**src/seic_pkg.sv**
```systemverilog
// Package: constants and types for the serial I/O enable control block
// Functional notes
// Enabled port drivers output the port latch; port pins are readable back.
// Serial register is 4 bits, shift or counter by mode, exchangeable with accumulator.
// Swap instruction copies carry into the clock-gate latch.
// Counter mode: sync clock equals latch; shift mode: clock per cycle, low if latch 0.
// Feature-select is a 4-bit register written by load-feature-select, one feature per bit.
// Counter mode decrements serial register on each falling edge of serial input.
// External pulse source keeps each pulse at least two instruction cycles wide.
// Shift mode shifts left once per instruction cycle, serial input into bit 0.
// Feature-select bit 1 has no effect.
// Port-drive bit enables port drivers; clear leaves pins high-impedance inputs.
// Counter mode: serial output follows the serial-output bit.
// Shift mode with serial-output bit set: serial output is register MSB each cycle.
// Shift mode with serial-output bit clear: serial output stays 0, shifting continues.
// Init needs reset pin low three instruction cycles; source must hold it that long.
// Init clears program counter, accumulator, pointer, carry, feature-select, aux latch.
// After init the sync clock pulses once per instruction cycle.
// Halt stops internal clocking, keeps state, forces oscillator output to 1.
// Halted device wakes only through reset.
// Crystal option: instruction cycle is oscillator frequency divided by 8.
// RC option: instruction cycle is oscillation divided by 4; oscillator output unused.
// Halted under RC option, oscillator stops with its input pin high.
// Port latch is 8 bits, loaded from RAM with accumulator or from ROM data.
// Counter decrement from zero wraps to fifteen.
package seic_pkg;

	localparam int          SEIC_CLK_NS     = 40;
	localparam int          SEIC_DIV_XTAL   = 8;
	localparam int          SEIC_DIV_RC     = 4;
	localparam int          SEIC_INIT_CYC   = 3;
	localparam int          SEIC_FS_CNT     = 0;
	localparam int          SEIC_FS_UNUSED  = 1;
	localparam int          SEIC_FS_PORT    = 2;
	localparam int          SEIC_FS_SO      = 3;
	localparam logic [3:0]  SEIC_FSEL_RST   = 4'h0;
	localparam logic [3:0]  SEIC_SSC_RST    = 4'h0;
	localparam logic        SEIC_LATCH_RST  = 1'b1;
	localparam logic [7:0]  SEIC_PORT_RST   = 8'h00;
	localparam logic [1:0]  SEIC_INIT_MAX   = 2'h3;

	typedef enum logic [2:0]
	{
		SEIC_CMD_NOP  = 3'h0,
		SEIC_CMD_LOAD_FSEL = 3'h1,
		SEIC_CMD_SWAP = 3'h2,
		SEIC_CMD_HALT = 3'h3,
		SEIC_CMD_CAMQ = 3'h4,
		SEIC_CMD_LQID = 3'h5
	} seic_cmd_e;

	typedef enum logic [1:0]
	{
		SEIC_ST_INIT = 2'h0,
		SEIC_ST_RUN  = 2'h1,
		SEIC_ST_HALT = 2'h3
	} seic_state_e;

endpackage

```
**src/seic_cyc_if.sv**
```systemverilog
// Interface carrying the instruction cycle timing between the cycle generator and the top
`timescale 1ns/1ps
interface seic_cyc_if;
	logic tick;
	logic phase;
	logic halt;
	logic rc_mode;

	modport gen
	(
		output tick,
		output phase,
		output rc_mode,
		input  halt
	);

	modport use_side
	(
		input  tick,
		input  phase,
		input  rc_mode,
		output halt
	);
endinterface

```
**src/seic_cycle_gen.sv**
```systemverilog
// Instruction cycle generator: samples the oscillator pin and divides it by the option ratio
`timescale 1ns/1ps
module seic_cycle_gen
	import seic_pkg::*;
(
	// Clock and reset
	input  wire logic  clk,
	input  wire logic  resetn,
	// Oscillator pins
	input  wire logic  osc_in_pin,
	input  wire logic  rc_option_pin,
	output logic       osc_out_pin,
	output logic       osc_out_oe,
	output logic       osc_in_o,
	output logic       osc_in_oe,
	// Cycle carrier
	seic_cyc_if.gen    cyc
);
	typedef struct packed {
		logic [1:0] osc_s;
		logic       osc_prev;
		logic [1:0] rc_s;
		logic [2:0] cnt;
		logic       tick;
		logic       phase;
		logic       oout;
		logic       stop_hi;
	} seic_gen_s;

	seic_gen_s st_reg;
	seic_gen_s st_next;
	logic [2:0] last;

	always_comb
	begin
		st_next = st_reg;
		st_next.osc_s = {st_reg.osc_s[0], osc_in_pin};
		st_next.rc_s = {st_reg.rc_s[0], rc_option_pin};
		st_next.osc_prev = st_reg.osc_s[1];
		st_next.tick = 1'b0;
		// Divide by 4 for RC, by 8 for crystal
		last = st_reg.rc_s[1] ? 3'(SEIC_DIV_RC - 1) : 3'(SEIC_DIV_XTAL - 1);
		if (st_reg.osc_s[1] && !st_reg.osc_prev)
		begin
			if (st_reg.cnt >= last)
			begin
				st_next.cnt = 3'h0;
				st_next.tick = 1'b1;
			end
			else
			begin
				st_next.cnt = st_reg.cnt + 3'h1;
			end
		end
		// First half of the cycle carries the sync clock high
		// High for counts 1 to half the divider, a clean half cycle
		st_next.phase = (st_next.cnt != 3'h0) && (st_next.cnt <= ((last >> 1) + 3'h1));
		// Halt forces the output high
		st_next.oout = cyc.halt ? 1'b1 : !st_reg.osc_s[1];
		// RC oscillator parked high while halted
		st_next.stop_hi = cyc.halt && st_reg.rc_s[1];
	end

	always_ff @(posedge clk or negedge resetn)
	begin
		if (!resetn)
			st_reg <= '0;
		else
			st_reg <= st_next;
	end

	assign cyc.tick    = st_reg.tick;
	assign cyc.phase   = st_reg.phase;
	assign cyc.rc_mode = st_reg.rc_s[1];
	assign osc_out_pin = st_reg.oout;
	assign osc_out_oe  = !st_reg.rc_s[1]; // Output left unconnected in RC option
	assign osc_in_o    = 1'b1;
	assign osc_in_oe   = st_reg.stop_hi;
endmodule

```
**src/seic_top.sv**
```systemverilog
// Top of the serial I/O and feature-enable control block
`timescale 1ns/1ps
module seic_top
	import seic_pkg::*;
(
	// Clock and reset
	input  wire logic        clk,
	input  wire logic        resetn,
	// Device reset pin
	input  wire logic        init_pin_n,
	// Oscillator pins
	input  wire logic        osc_in_pin,
	input  wire logic        rc_option_pin,
	output logic             osc_out_pin,
	output logic             osc_out_oe,
	output logic             osc_in_o,
	output logic             osc_in_oe,
	// Instruction port from the core
	input  wire logic        cmd_valid,
	input  wire seic_pkg::seic_cmd_e cmd,
	input  wire logic [3:0]  cmd_acc,
	input  wire logic [3:0]  cmd_mem,
	input  wire logic        cmd_carry,
	input  wire logic [7:0]  cmd_rom,
	output logic             cmd_ready,
	// Results to the core
	output logic [3:0]       ssc_rd_data,
	output logic [7:0]       port_rd_data,
	output logic             init_active,
	output logic             halted,
	// Serial pins
	input  wire logic        serial_in_pin,
	output logic             sync_clock_out,
	output logic             serial_out_pin,
	// Wide port pins
	input  wire logic [7:0]  port_in,
	output logic [7:0]       port_out,
	output logic [7:0]       port_oe
);
	import seic_pkg::*;

	typedef struct packed {
		seic_state_e state;
		logic [3:0]  fsel;
		logic [3:0]  ssc;
		logic        latch;
		logic [7:0]  port_latch;
		logic [3:0]  ssc_rd;
		logic [1:0]  si_s;
		logic        si_prev;
		logic [1:0]  rst_s;
		logic [1:0]  init_cnt;
		logic [7:0]  port_s1;
		logic [7:0]  port_s2;
		logic [7:0]  port_rd;
		logic        sync_clk;
		logic        so;
		logic        drive;
	} seic_top_s;

	seic_top_s st_reg;
	seic_top_s st_next;

	seic_cyc_if cyc ();

	logic run_tick;
	logic si_fall;
	logic take;

	seic_cycle_gen u_gen
	(
		.clk           (clk),
		.resetn        (resetn),
		.osc_in_pin    (osc_in_pin),
		.rc_option_pin (rc_option_pin),
		.osc_out_pin   (osc_out_pin),
		.osc_out_oe    (osc_out_oe),
		.osc_in_o      (osc_in_o),
		.osc_in_oe     (osc_in_oe),
		.cyc           (cyc)
	);

	// Serial output select by counter-mode and serial-output bits
	function automatic logic seic_so_sel
	(
		input logic [3:0] fsel,
		input logic [3:0] ssc
	);
		logic r;
		r = 1'b0;
		if (fsel[SEIC_FS_CNT])
			r = fsel[SEIC_FS_SO];
		else if (fsel[SEIC_FS_SO])
			r = ssc[3];
		else
			r = 1'b0;
		return r;
	endfunction

	// Sync clock select by mode, latch and cycle phase
	function automatic logic seic_sync_sel
	(
		input logic [3:0] fsel,
		input logic       latch,
		input logic       phase
	);
		logic r;
		r = 1'b0;
		if (fsel[SEIC_FS_CNT])
			r = latch;
		else
			r = latch && phase;
		return r;
	endfunction

	assign cyc.halt = (st_reg.state == SEIC_ST_HALT);
	// Halt freezes the serial shift paced by the instruction cycle; init_cnt still counts ticks
	assign run_tick = cyc.tick && (st_reg.state == SEIC_ST_RUN);
	assign si_fall = st_reg.si_prev && !st_reg.si_s[1];
	assign cmd_ready = (st_reg.state == SEIC_ST_RUN);
	assign take = cmd_valid && cmd_ready;

	always_comb
	begin
		st_next = st_reg;

		// Pin synchronisers
		st_next.si_s = {st_reg.si_s[0], serial_in_pin};
		st_next.rst_s = {st_reg.rst_s[0], init_pin_n};
		st_next.port_s1 = port_in;
		st_next.port_s2 = st_reg.port_s1;

		// Edge history only advances while running, so a halt loses no edge state
		if (st_reg.state == SEIC_ST_RUN)
			st_next.si_prev = st_reg.si_s[1];

		// Port readback
		st_next.port_rd = st_reg.port_s2;

		// Serial register: counter or shifter by feature bit 0
		if (st_reg.state == SEIC_ST_RUN)
		begin
			if (st_reg.fsel[SEIC_FS_CNT])
			begin
				// Pulses narrower than two cycles may be missed
				if (si_fall)
					st_next.ssc = st_reg.ssc - 4'h1;
			end
			else if (run_tick)
			begin
				st_next.ssc = {st_reg.ssc[2:0], st_reg.si_s[1]};
			end
		end

		// Instructions
		if (take)
		begin
			unique case (cmd)
				SEIC_CMD_NOP:
				begin
					st_next.fsel = st_reg.fsel;
				end
				SEIC_CMD_LOAD_FSEL:
				begin
					st_next.fsel = cmd_acc;
				end
				SEIC_CMD_SWAP:
				begin
					// Exchange beats a same-cycle shift or count
					st_next.ssc_rd = st_reg.ssc;
					st_next.ssc = cmd_acc;
					st_next.latch = cmd_carry;
				end
				SEIC_CMD_HALT:
				begin
					st_next.state = SEIC_ST_HALT;
				end
				SEIC_CMD_CAMQ:
				begin
					st_next.port_latch = {cmd_acc, cmd_mem};
				end
				SEIC_CMD_LQID:
				begin
					st_next.port_latch = cmd_rom;
				end
				default:
				begin
					st_next.fsel = st_reg.fsel;
				end
			endcase
		end

		// Reset pin must stay low for three instruction cycles
		if (st_reg.rst_s[1])
		begin
			st_next.init_cnt = 2'h0;
			if (st_reg.state == SEIC_ST_INIT)
				st_next.state = SEIC_ST_RUN;
		end
		else if (cyc.tick && st_reg.init_cnt != SEIC_INIT_MAX)
		begin
			st_next.init_cnt = st_reg.init_cnt + 2'h1;
		end

		// Only the reset sequence leaves halt
		if (st_reg.init_cnt == 2'(SEIC_INIT_CYC) && !st_reg.rst_s[1])
		begin
			st_next.state = SEIC_ST_INIT;
			st_next.fsel = SEIC_FSEL_RST;
			st_next.ssc = SEIC_SSC_RST;
			st_next.latch = SEIC_LATCH_RST;
			st_next.port_latch = SEIC_PORT_RST;
			st_next.ssc_rd = SEIC_SSC_RST;
		end

		// Registered pin outputs; held as they stand during halt
		if (st_reg.state != SEIC_ST_HALT)
		begin
			st_next.sync_clk = seic_sync_sel(st_next.fsel, st_next.latch, cyc.phase);
			st_next.so = seic_so_sel(st_next.fsel, st_next.ssc);
			st_next.drive = st_next.fsel[SEIC_FS_PORT];
		end
	end

	always_ff @(posedge clk or negedge resetn)
	begin
		if (!resetn)
		begin
			st_reg <= '0;
			st_reg.state <= SEIC_ST_INIT;
			st_reg.fsel <= SEIC_FSEL_RST;
			st_reg.ssc <= SEIC_SSC_RST;
			st_reg.latch <= SEIC_LATCH_RST;
			st_reg.port_latch <= SEIC_PORT_RST;
			st_reg.si_s <= 2'h3;
			st_reg.si_prev <= 1'b1;
		end
		else
		begin
			st_reg <= st_next;
		end
	end

	// Outputs
	assign ssc_rd_data = st_reg.ssc_rd;
	assign port_rd_data = st_reg.port_rd;
	assign init_active = (st_reg.state == SEIC_ST_INIT);
	assign halted = (st_reg.state == SEIC_ST_HALT);
	assign sync_clock_out = st_reg.sync_clk;
	assign serial_out_pin = st_reg.so;
	assign port_out = st_reg.port_latch;
	assign port_oe = {8{st_reg.drive}};
endmodule

```
**config.mk**
```make
export PLATFORM = sky130hd
export DESIGN_NAME = seic_top
export DESIGN_NICKNAME = d
export VERILOG_FILES = /design/src/seic_pkg.sv /design/src/seic_cyc_if.sv /design/src/seic_cycle_gen.sv /design/src/seic_top.sv
export SDC_FILE = /design/constraint.sdc
export NUM_CORES = 1
export LEC_CHECK = 0
export BUFFER_PORTS_ARGS = -buffer_cell sky130_fd_sc_hd__buf_2
export CAP_MARGIN = 5
export CORE_MARGIN = 2
export CORE_UTILIZATION = 45
export CTS_BUF_LIST = sky130_fd_sc_hd__clkbuf_2
export DETAILED_ROUTE_END_ITERATION = 10
export PLACE_DENSITY = 0.79
export RECOVER_POWER = 25
export SETUP_SLACK_MARGIN = 0.15
export SYNTH_ARGS = -nofsm -noshare
export SYNTH_HDL_FRONTEND = slang
export SYNTH_SLANG_ARGS = --single-unit
```
**constraint.sdc**
```tcl
create_clock -name clk -period 2.7 [get_ports clk]
set_input_delay 0.135 -clock clk [delete_from_list [all_inputs] [get_ports clk]]
set_output_delay 0.135 -clock clk [all_outputs]
set_load 0.02 [all_outputs]
```
### After elaboration in Yosys (flattened, before gate mapping)

Cells that the tools add are included.

* logic and storage cells: 85
* bits in registers: 68

* equality and inequality tests: 10
* reduce and logical (&&, ||, !) cells: 22
* mux-type cells: 23
* $lt $le $gt $ge: 2
* add/subtract/negate cells: 4

Operators with widths (count)
* $mux 23: 2
* $mux 4: 7
* $pmux 8 s2: 1
* $mux 2: 5
* $logic_and 1x1->1: 9
* $eq 3x2->1 const B: 2
* $eq 3x3->1 const B: 2
* $mux 3: 2
* $reduce_bool 2->1: 3
* $reduce_bool 3->1: 2
* $logic_not 1->1: 5
* $mux 1: 5
* $mux 5: 1
* $eq 2x2->1 const B: 2
* $ne 2x2->1 const B: 2
* $reduce_and 2->1: 2
* $sub 4x1->4 const B: 1
* $add 2x1->3 const B: 1
* $add 3x1->3 const B: 1
* $eq 3x1->1 const B: 1
* $ge 3x3->1: 1
* $le 3x3->1: 1
* $add 2x1->2 const B: 1
* $eq 2x1->1 const B: 1
* $logic_not 2->1: 1

### Longest topological paths before layout

* depth in word-level cells: 12
* gate-level depth with buffers: 10
* depth with buffers taken out: 10

### Modules after synthesis

A second synthesis with hierarchy kept.

* cell total of the unflattened synthesis: 264
* area total of the unflattened synthesis: 2990.4 µm²

Modules (own cells, without submodules)
* seic_top: sequential area each 1406.3 µm², area each 2421.1 µm², cells each 220, times used 1
* seic_cycle_gen: sequential area each 300.3 µm², area each 569.3 µm², cells each 44, times used 1

### Least setup slack after synthesis

OpenSTA, ideal clock, no wires.

* kind: reg-to-reg
* from: register u_gen.st_reg[4] (netlist bit)
* to: register u_gen.st_reg (netlist bit u_gen.cyc.phase)
* period minus slack after synthesis: 2116 ps
* path buffers: 0
* path slack: 584 ps
* cell stages (with the launch flop): 10
* arrival time: 2012 ps
* library setup time: 104 ps
* cell sequence: dfrtp_1 -> ha_1 -> a21o_1 -> a21oi_1 -> nand3b_1 -> o21ai_1 -> ha_1 -> o21ai_0 -> nand2b_1 -> a221oi_1

RTL lines
* start: declaration: RTL line seic_cycle_gen.sv:30 `seic_gen_s st_reg;`
* start signal: assignment: RTL line seic_cycle_gen.sv:69 `st_reg <= st_next;`

==> summary.txt <==
================================================================================
Status                                                              finished, violations left
Violated checks                                                     capacitance limit, slew limit
Asr flop ratio synth                                                        100%
Final min period                                                         2.39 ns
Worst hold path type                                                   in -> reg
Critical Path End Type                                                 flip-flop
Flip-flop count of the largest register after layout                          18
TritonCTS Buffers                                                              9
Area used by sequential logic in the layout                           1710 sq um
Largest delay share family, worst path                              compound AO/OA/AOI/OAI gates
Buf/Inv on CP                                                                  0
IR Drop Worst-Case VDD                                                  0.461 mV
Smallest hold slack                                                    0.0386 ns
Core Box Area                                                         6350 sq um
Clk root buf                                                            clkbuf_2
Maximum clock rate                                                       419 MHz
Initial core utilization                                                   46.6%
PwrDens                                                              789 nW/um^2
Clock tree from TritonCTS                                                   done
Post-layout nets                                                             379
Delay of the slowest critical-path stage                                 0.49 ns
Period Utilization, post-route                                             88.4%
First-pass GRT wire length                                               9.87 mm
Sum of internal, switching and leakage power                           0.00277 W
Post-Place Worst Slack                                                  0.286 ns
Highest-count cells in the layout ignoring fill and taps            buf_2 (69), dfrtp_1 (64), nor2_1 (28), dlygate4sd3_1 (26), a21oi_1 (24)
Final worst-path setup slack                                            0.313 ns
Instance count of the mapped netlist                                         265
Number of enable-type register cells in the synthesized netlist                0
Distinct cells, synth                                                         50
Setup repair after global routing missed its margin                        false
Most used flip-flop cell after synthesis                                 dfrtp_1
Instance area after placement                                         3170 sq um
Clock slew at reported path FFs                                          0.18 ns
Post-DR vias/cell                                                           5.12
Final design area excluding fillers                                   3510 sq um
Number of buffers between clock root and the deepest sink                      2
Sink Count                                                                    68
Worst Hold Launch                                                     cmd_rom[4]
Worst reg-to-reg path cell count                                               9
Setup clock skew after layout                                          0.0215 ns
Number of H-tree levels                                                        3
Gpl congestion                                                             0.816
DR WL/cell                                                               14.0 um
Die span in y                                                            85.1 um
GRT Resource Usage Total                                                   17.5%
Worst-path maximum fanout                                                      7
Worst slew slack as a fraction of its limit                               -48.4%
Number of maximum-capacitance violations                                       1
Ratio of cells with drive above 1 in the final layout                      30.7%
Part of the Yosys area used for sequential elements                        57.7%
Mean area per synthesized cell                                        11.2 sq um
Number of DRC violations after detailed-routing iteration 0                  163
First-pass detailed-route iteration total                                      4
Flops & latches, synth                                                        68
Worst Setup Path Type                                                 reg -> reg
Required arrival time at the worst endpoint                              3.07 ns
Data arrival time of the critical path                                   2.76 ns
Slew of the pin with the lowest slew margin                              2.23 ns
Maximum number of pins on one net before global-route repair                  44
Detailed placer's ending HPWL                                            3.91 mm
Number of synthesis warnings                                                   0
Number of nets still failing antenna checks after routing                      0
RR Endpoint                                                         u_gen.cyc.phase$_DFF_PN0_
Top cell by count, worst path                                               ha_1
Hold endpoint                                                       port_out[4]$_DFFE_PN0P_
Number of antenna violations at the first check in global routing              0
List of cells traversed by the critical path                        ha_1 > a21o_1 > a21oi_2 > nand3b_1 > o21ai_1 > ha_1 > o21ai_0 > nand2b_1 > a221oi_1
Most common cell after layout, fill and taps aside                         buf_2
Overall via count from detail_route                                         2144
R2R Path Start                                                      u_gen.st_reg[4]$_DFF_PN0_
Number of cells on the worst hold path                                         5
Post-synthesis cell area                                              2960 sq um
Worst setup SP type                                                    flip-flop
Width of the chip                                                        85.1 um
Final sum of negative setup slack                                           0 ns
Detailed-route DRC error count                                                 0
Post-synthesis net count                                                     306
Setup-failing EPs final                                                        0
Count of inserted antenna diode cells                                          0
Later-pin clock latency in the skew report                               0.47 ns
Cell type of the slowest stage on the worst timing path                  dfrtp_1
Die Outline Area                                                      7240 sq um
Total area of multi-input combinational cells                          955 sq um
Top-Level Pins                                                                72
Vias in the first global route                                              2156
Number of standard-cell rows in the floorplan                                 29
Overflow left after global routing                                             0
Port bufs                                                                     70
Layout filler cell count                                                     553
Hold violation total from the final report                                     0
Final slew viol count                                                         44
Final routed wirelength across all metal layers                          5.88 mm
Total leakage power                                                      1.74 nW
Area growth, synth to finish                                               18.4%
Register-to-register path setup slack                                    0.31 ns
================================================================================
[power breakdown]
part	total (W)	internal (W)	leakage [nW]	switching, W
Sequential	0.00138	0.00123	0.816	0.000154
Clock	0.000456	0.000115	0.0552	0.000341
Combinational	0.000928	0.000383	0.872	0.000545
Total	0.00277	0.00173	1.74	0.00104
[routing by layer]
metal | vias up | wire (um) | global-route usage (%)
met5 | - | 0 | 0
met4 | 0 | 114 | 7.50
met3 | 12 | 253 | 5.06
met2 | 60 | 3100 | 29.5
met1 | 1047 | 2420 | 21.0
li1 | 1025 | - | -
[synth_stat cells (2+ instances only)]
library cell | n | area share, %
nand4b_1 | 2 | 0.59
mux2_2 | 3 | 1.1
nor2_1 | 28 | 3.6
nand3_1 | 5 | 0.85
inv_2 | 2 | 0.25
ha_1 | 6 | 2.5
a31oi_1 | 2 | 0.42
clkbuf_1 | 5 | 0.63
nand3b_1 | 3 | 0.76
nand2_1 | 22 | 2.8
mux2i_1 | 10 | 3.4
dfrtp_1 | 64 | 54
a311oi_1 | 3 | 0.89
o21ai_0 | 3 | 0.51
a21oi_1 | 25 | 4.2
dfstp_2 | 4 | 3.6
nand2b_1 | 6 | 1.3
o21ai_1 | 6 | 1.0
o221ai_1 | 2 | 0.59
and3b_1 | 2 | 0.59
buf_4 | 29 | 7.4
buf_6 | 2 | 0.76
inv_1 | 4 | 0.51
[final cells by class]
class | count | share of cell area [%]
flip-flops and latches | 68 | 48.7
multi-input cells | 152 | 27.2
repair buffers | 100 | 18.2
well taps | 77 | 2.75
clock buffers | 10 | 1.43
clock inverters | 5 | 0.857
inverters | 7 | 0.821
[through the flow]
stage	cells	util, %
floorplan	265	-
global placement	378	49.9
detailed placement	378	49.9
CTS	419	55.2
global route	419	55.2
finish	419	55.2
[worst register-to-register path, delay by kind of cell (launching register included)]
kind                       cells  cell delay [ns]
DFF                            1             0.49
and+or+nand+nor                2             0.23
AOI/OAI and AO/OA              5             0.99
adders and majority gates      2             0.55
[how the worst max path moves through the flow]
stage	from	to	slack (ns)	cells after the start
floorplan	u_gen.st_reg[4]$_DFF_PN0_	u_gen.cyc.phase$_DFF_PN0_	0.58	9
global placement	u_gen.st_reg[4]$_DFF_PN0_	u_gen.cyc.phase$_DFF_PN0_	0.48	9
detailed placement	u_gen.st_reg[4]$_DFF_PN0_	u_gen.cyc.phase$_DFF_PN0_	0.29	9
CTS	u_gen.st_reg[4]$_DFF_PN0_	u_gen.cyc.phase$_DFF_PN0_	0.22	9
global route	resetn	port_rd_data[7]$_DFF_PN0_	0.14	2
finish	u_gen.st_reg[4]$_DFF_PN0_	u_gen.cyc.phase$_DFF_PN0_	0.31	9
[kinds of logic after synthesis]
logic type / share of synthesized area (%)
AO/OA/AOI/OAI: 10.9
adder cells (fa/ha/maj): 2.54
buffers and inverters: 10.1
flip-flops: 57.7
multiplexers: 4.52
other: 0.127
AND/OR/NAND/NOR: 14.1
[repair_timing]
action / in CTS / in global routing
hold endpoints to repair: 65 / 0
hold buffers: 26 / 0
buffers inserted: 0 / 0
resized for setup: 0 / 1
setup endpoints to repair: 0 / 1
(Power assumes the default switching activity.)
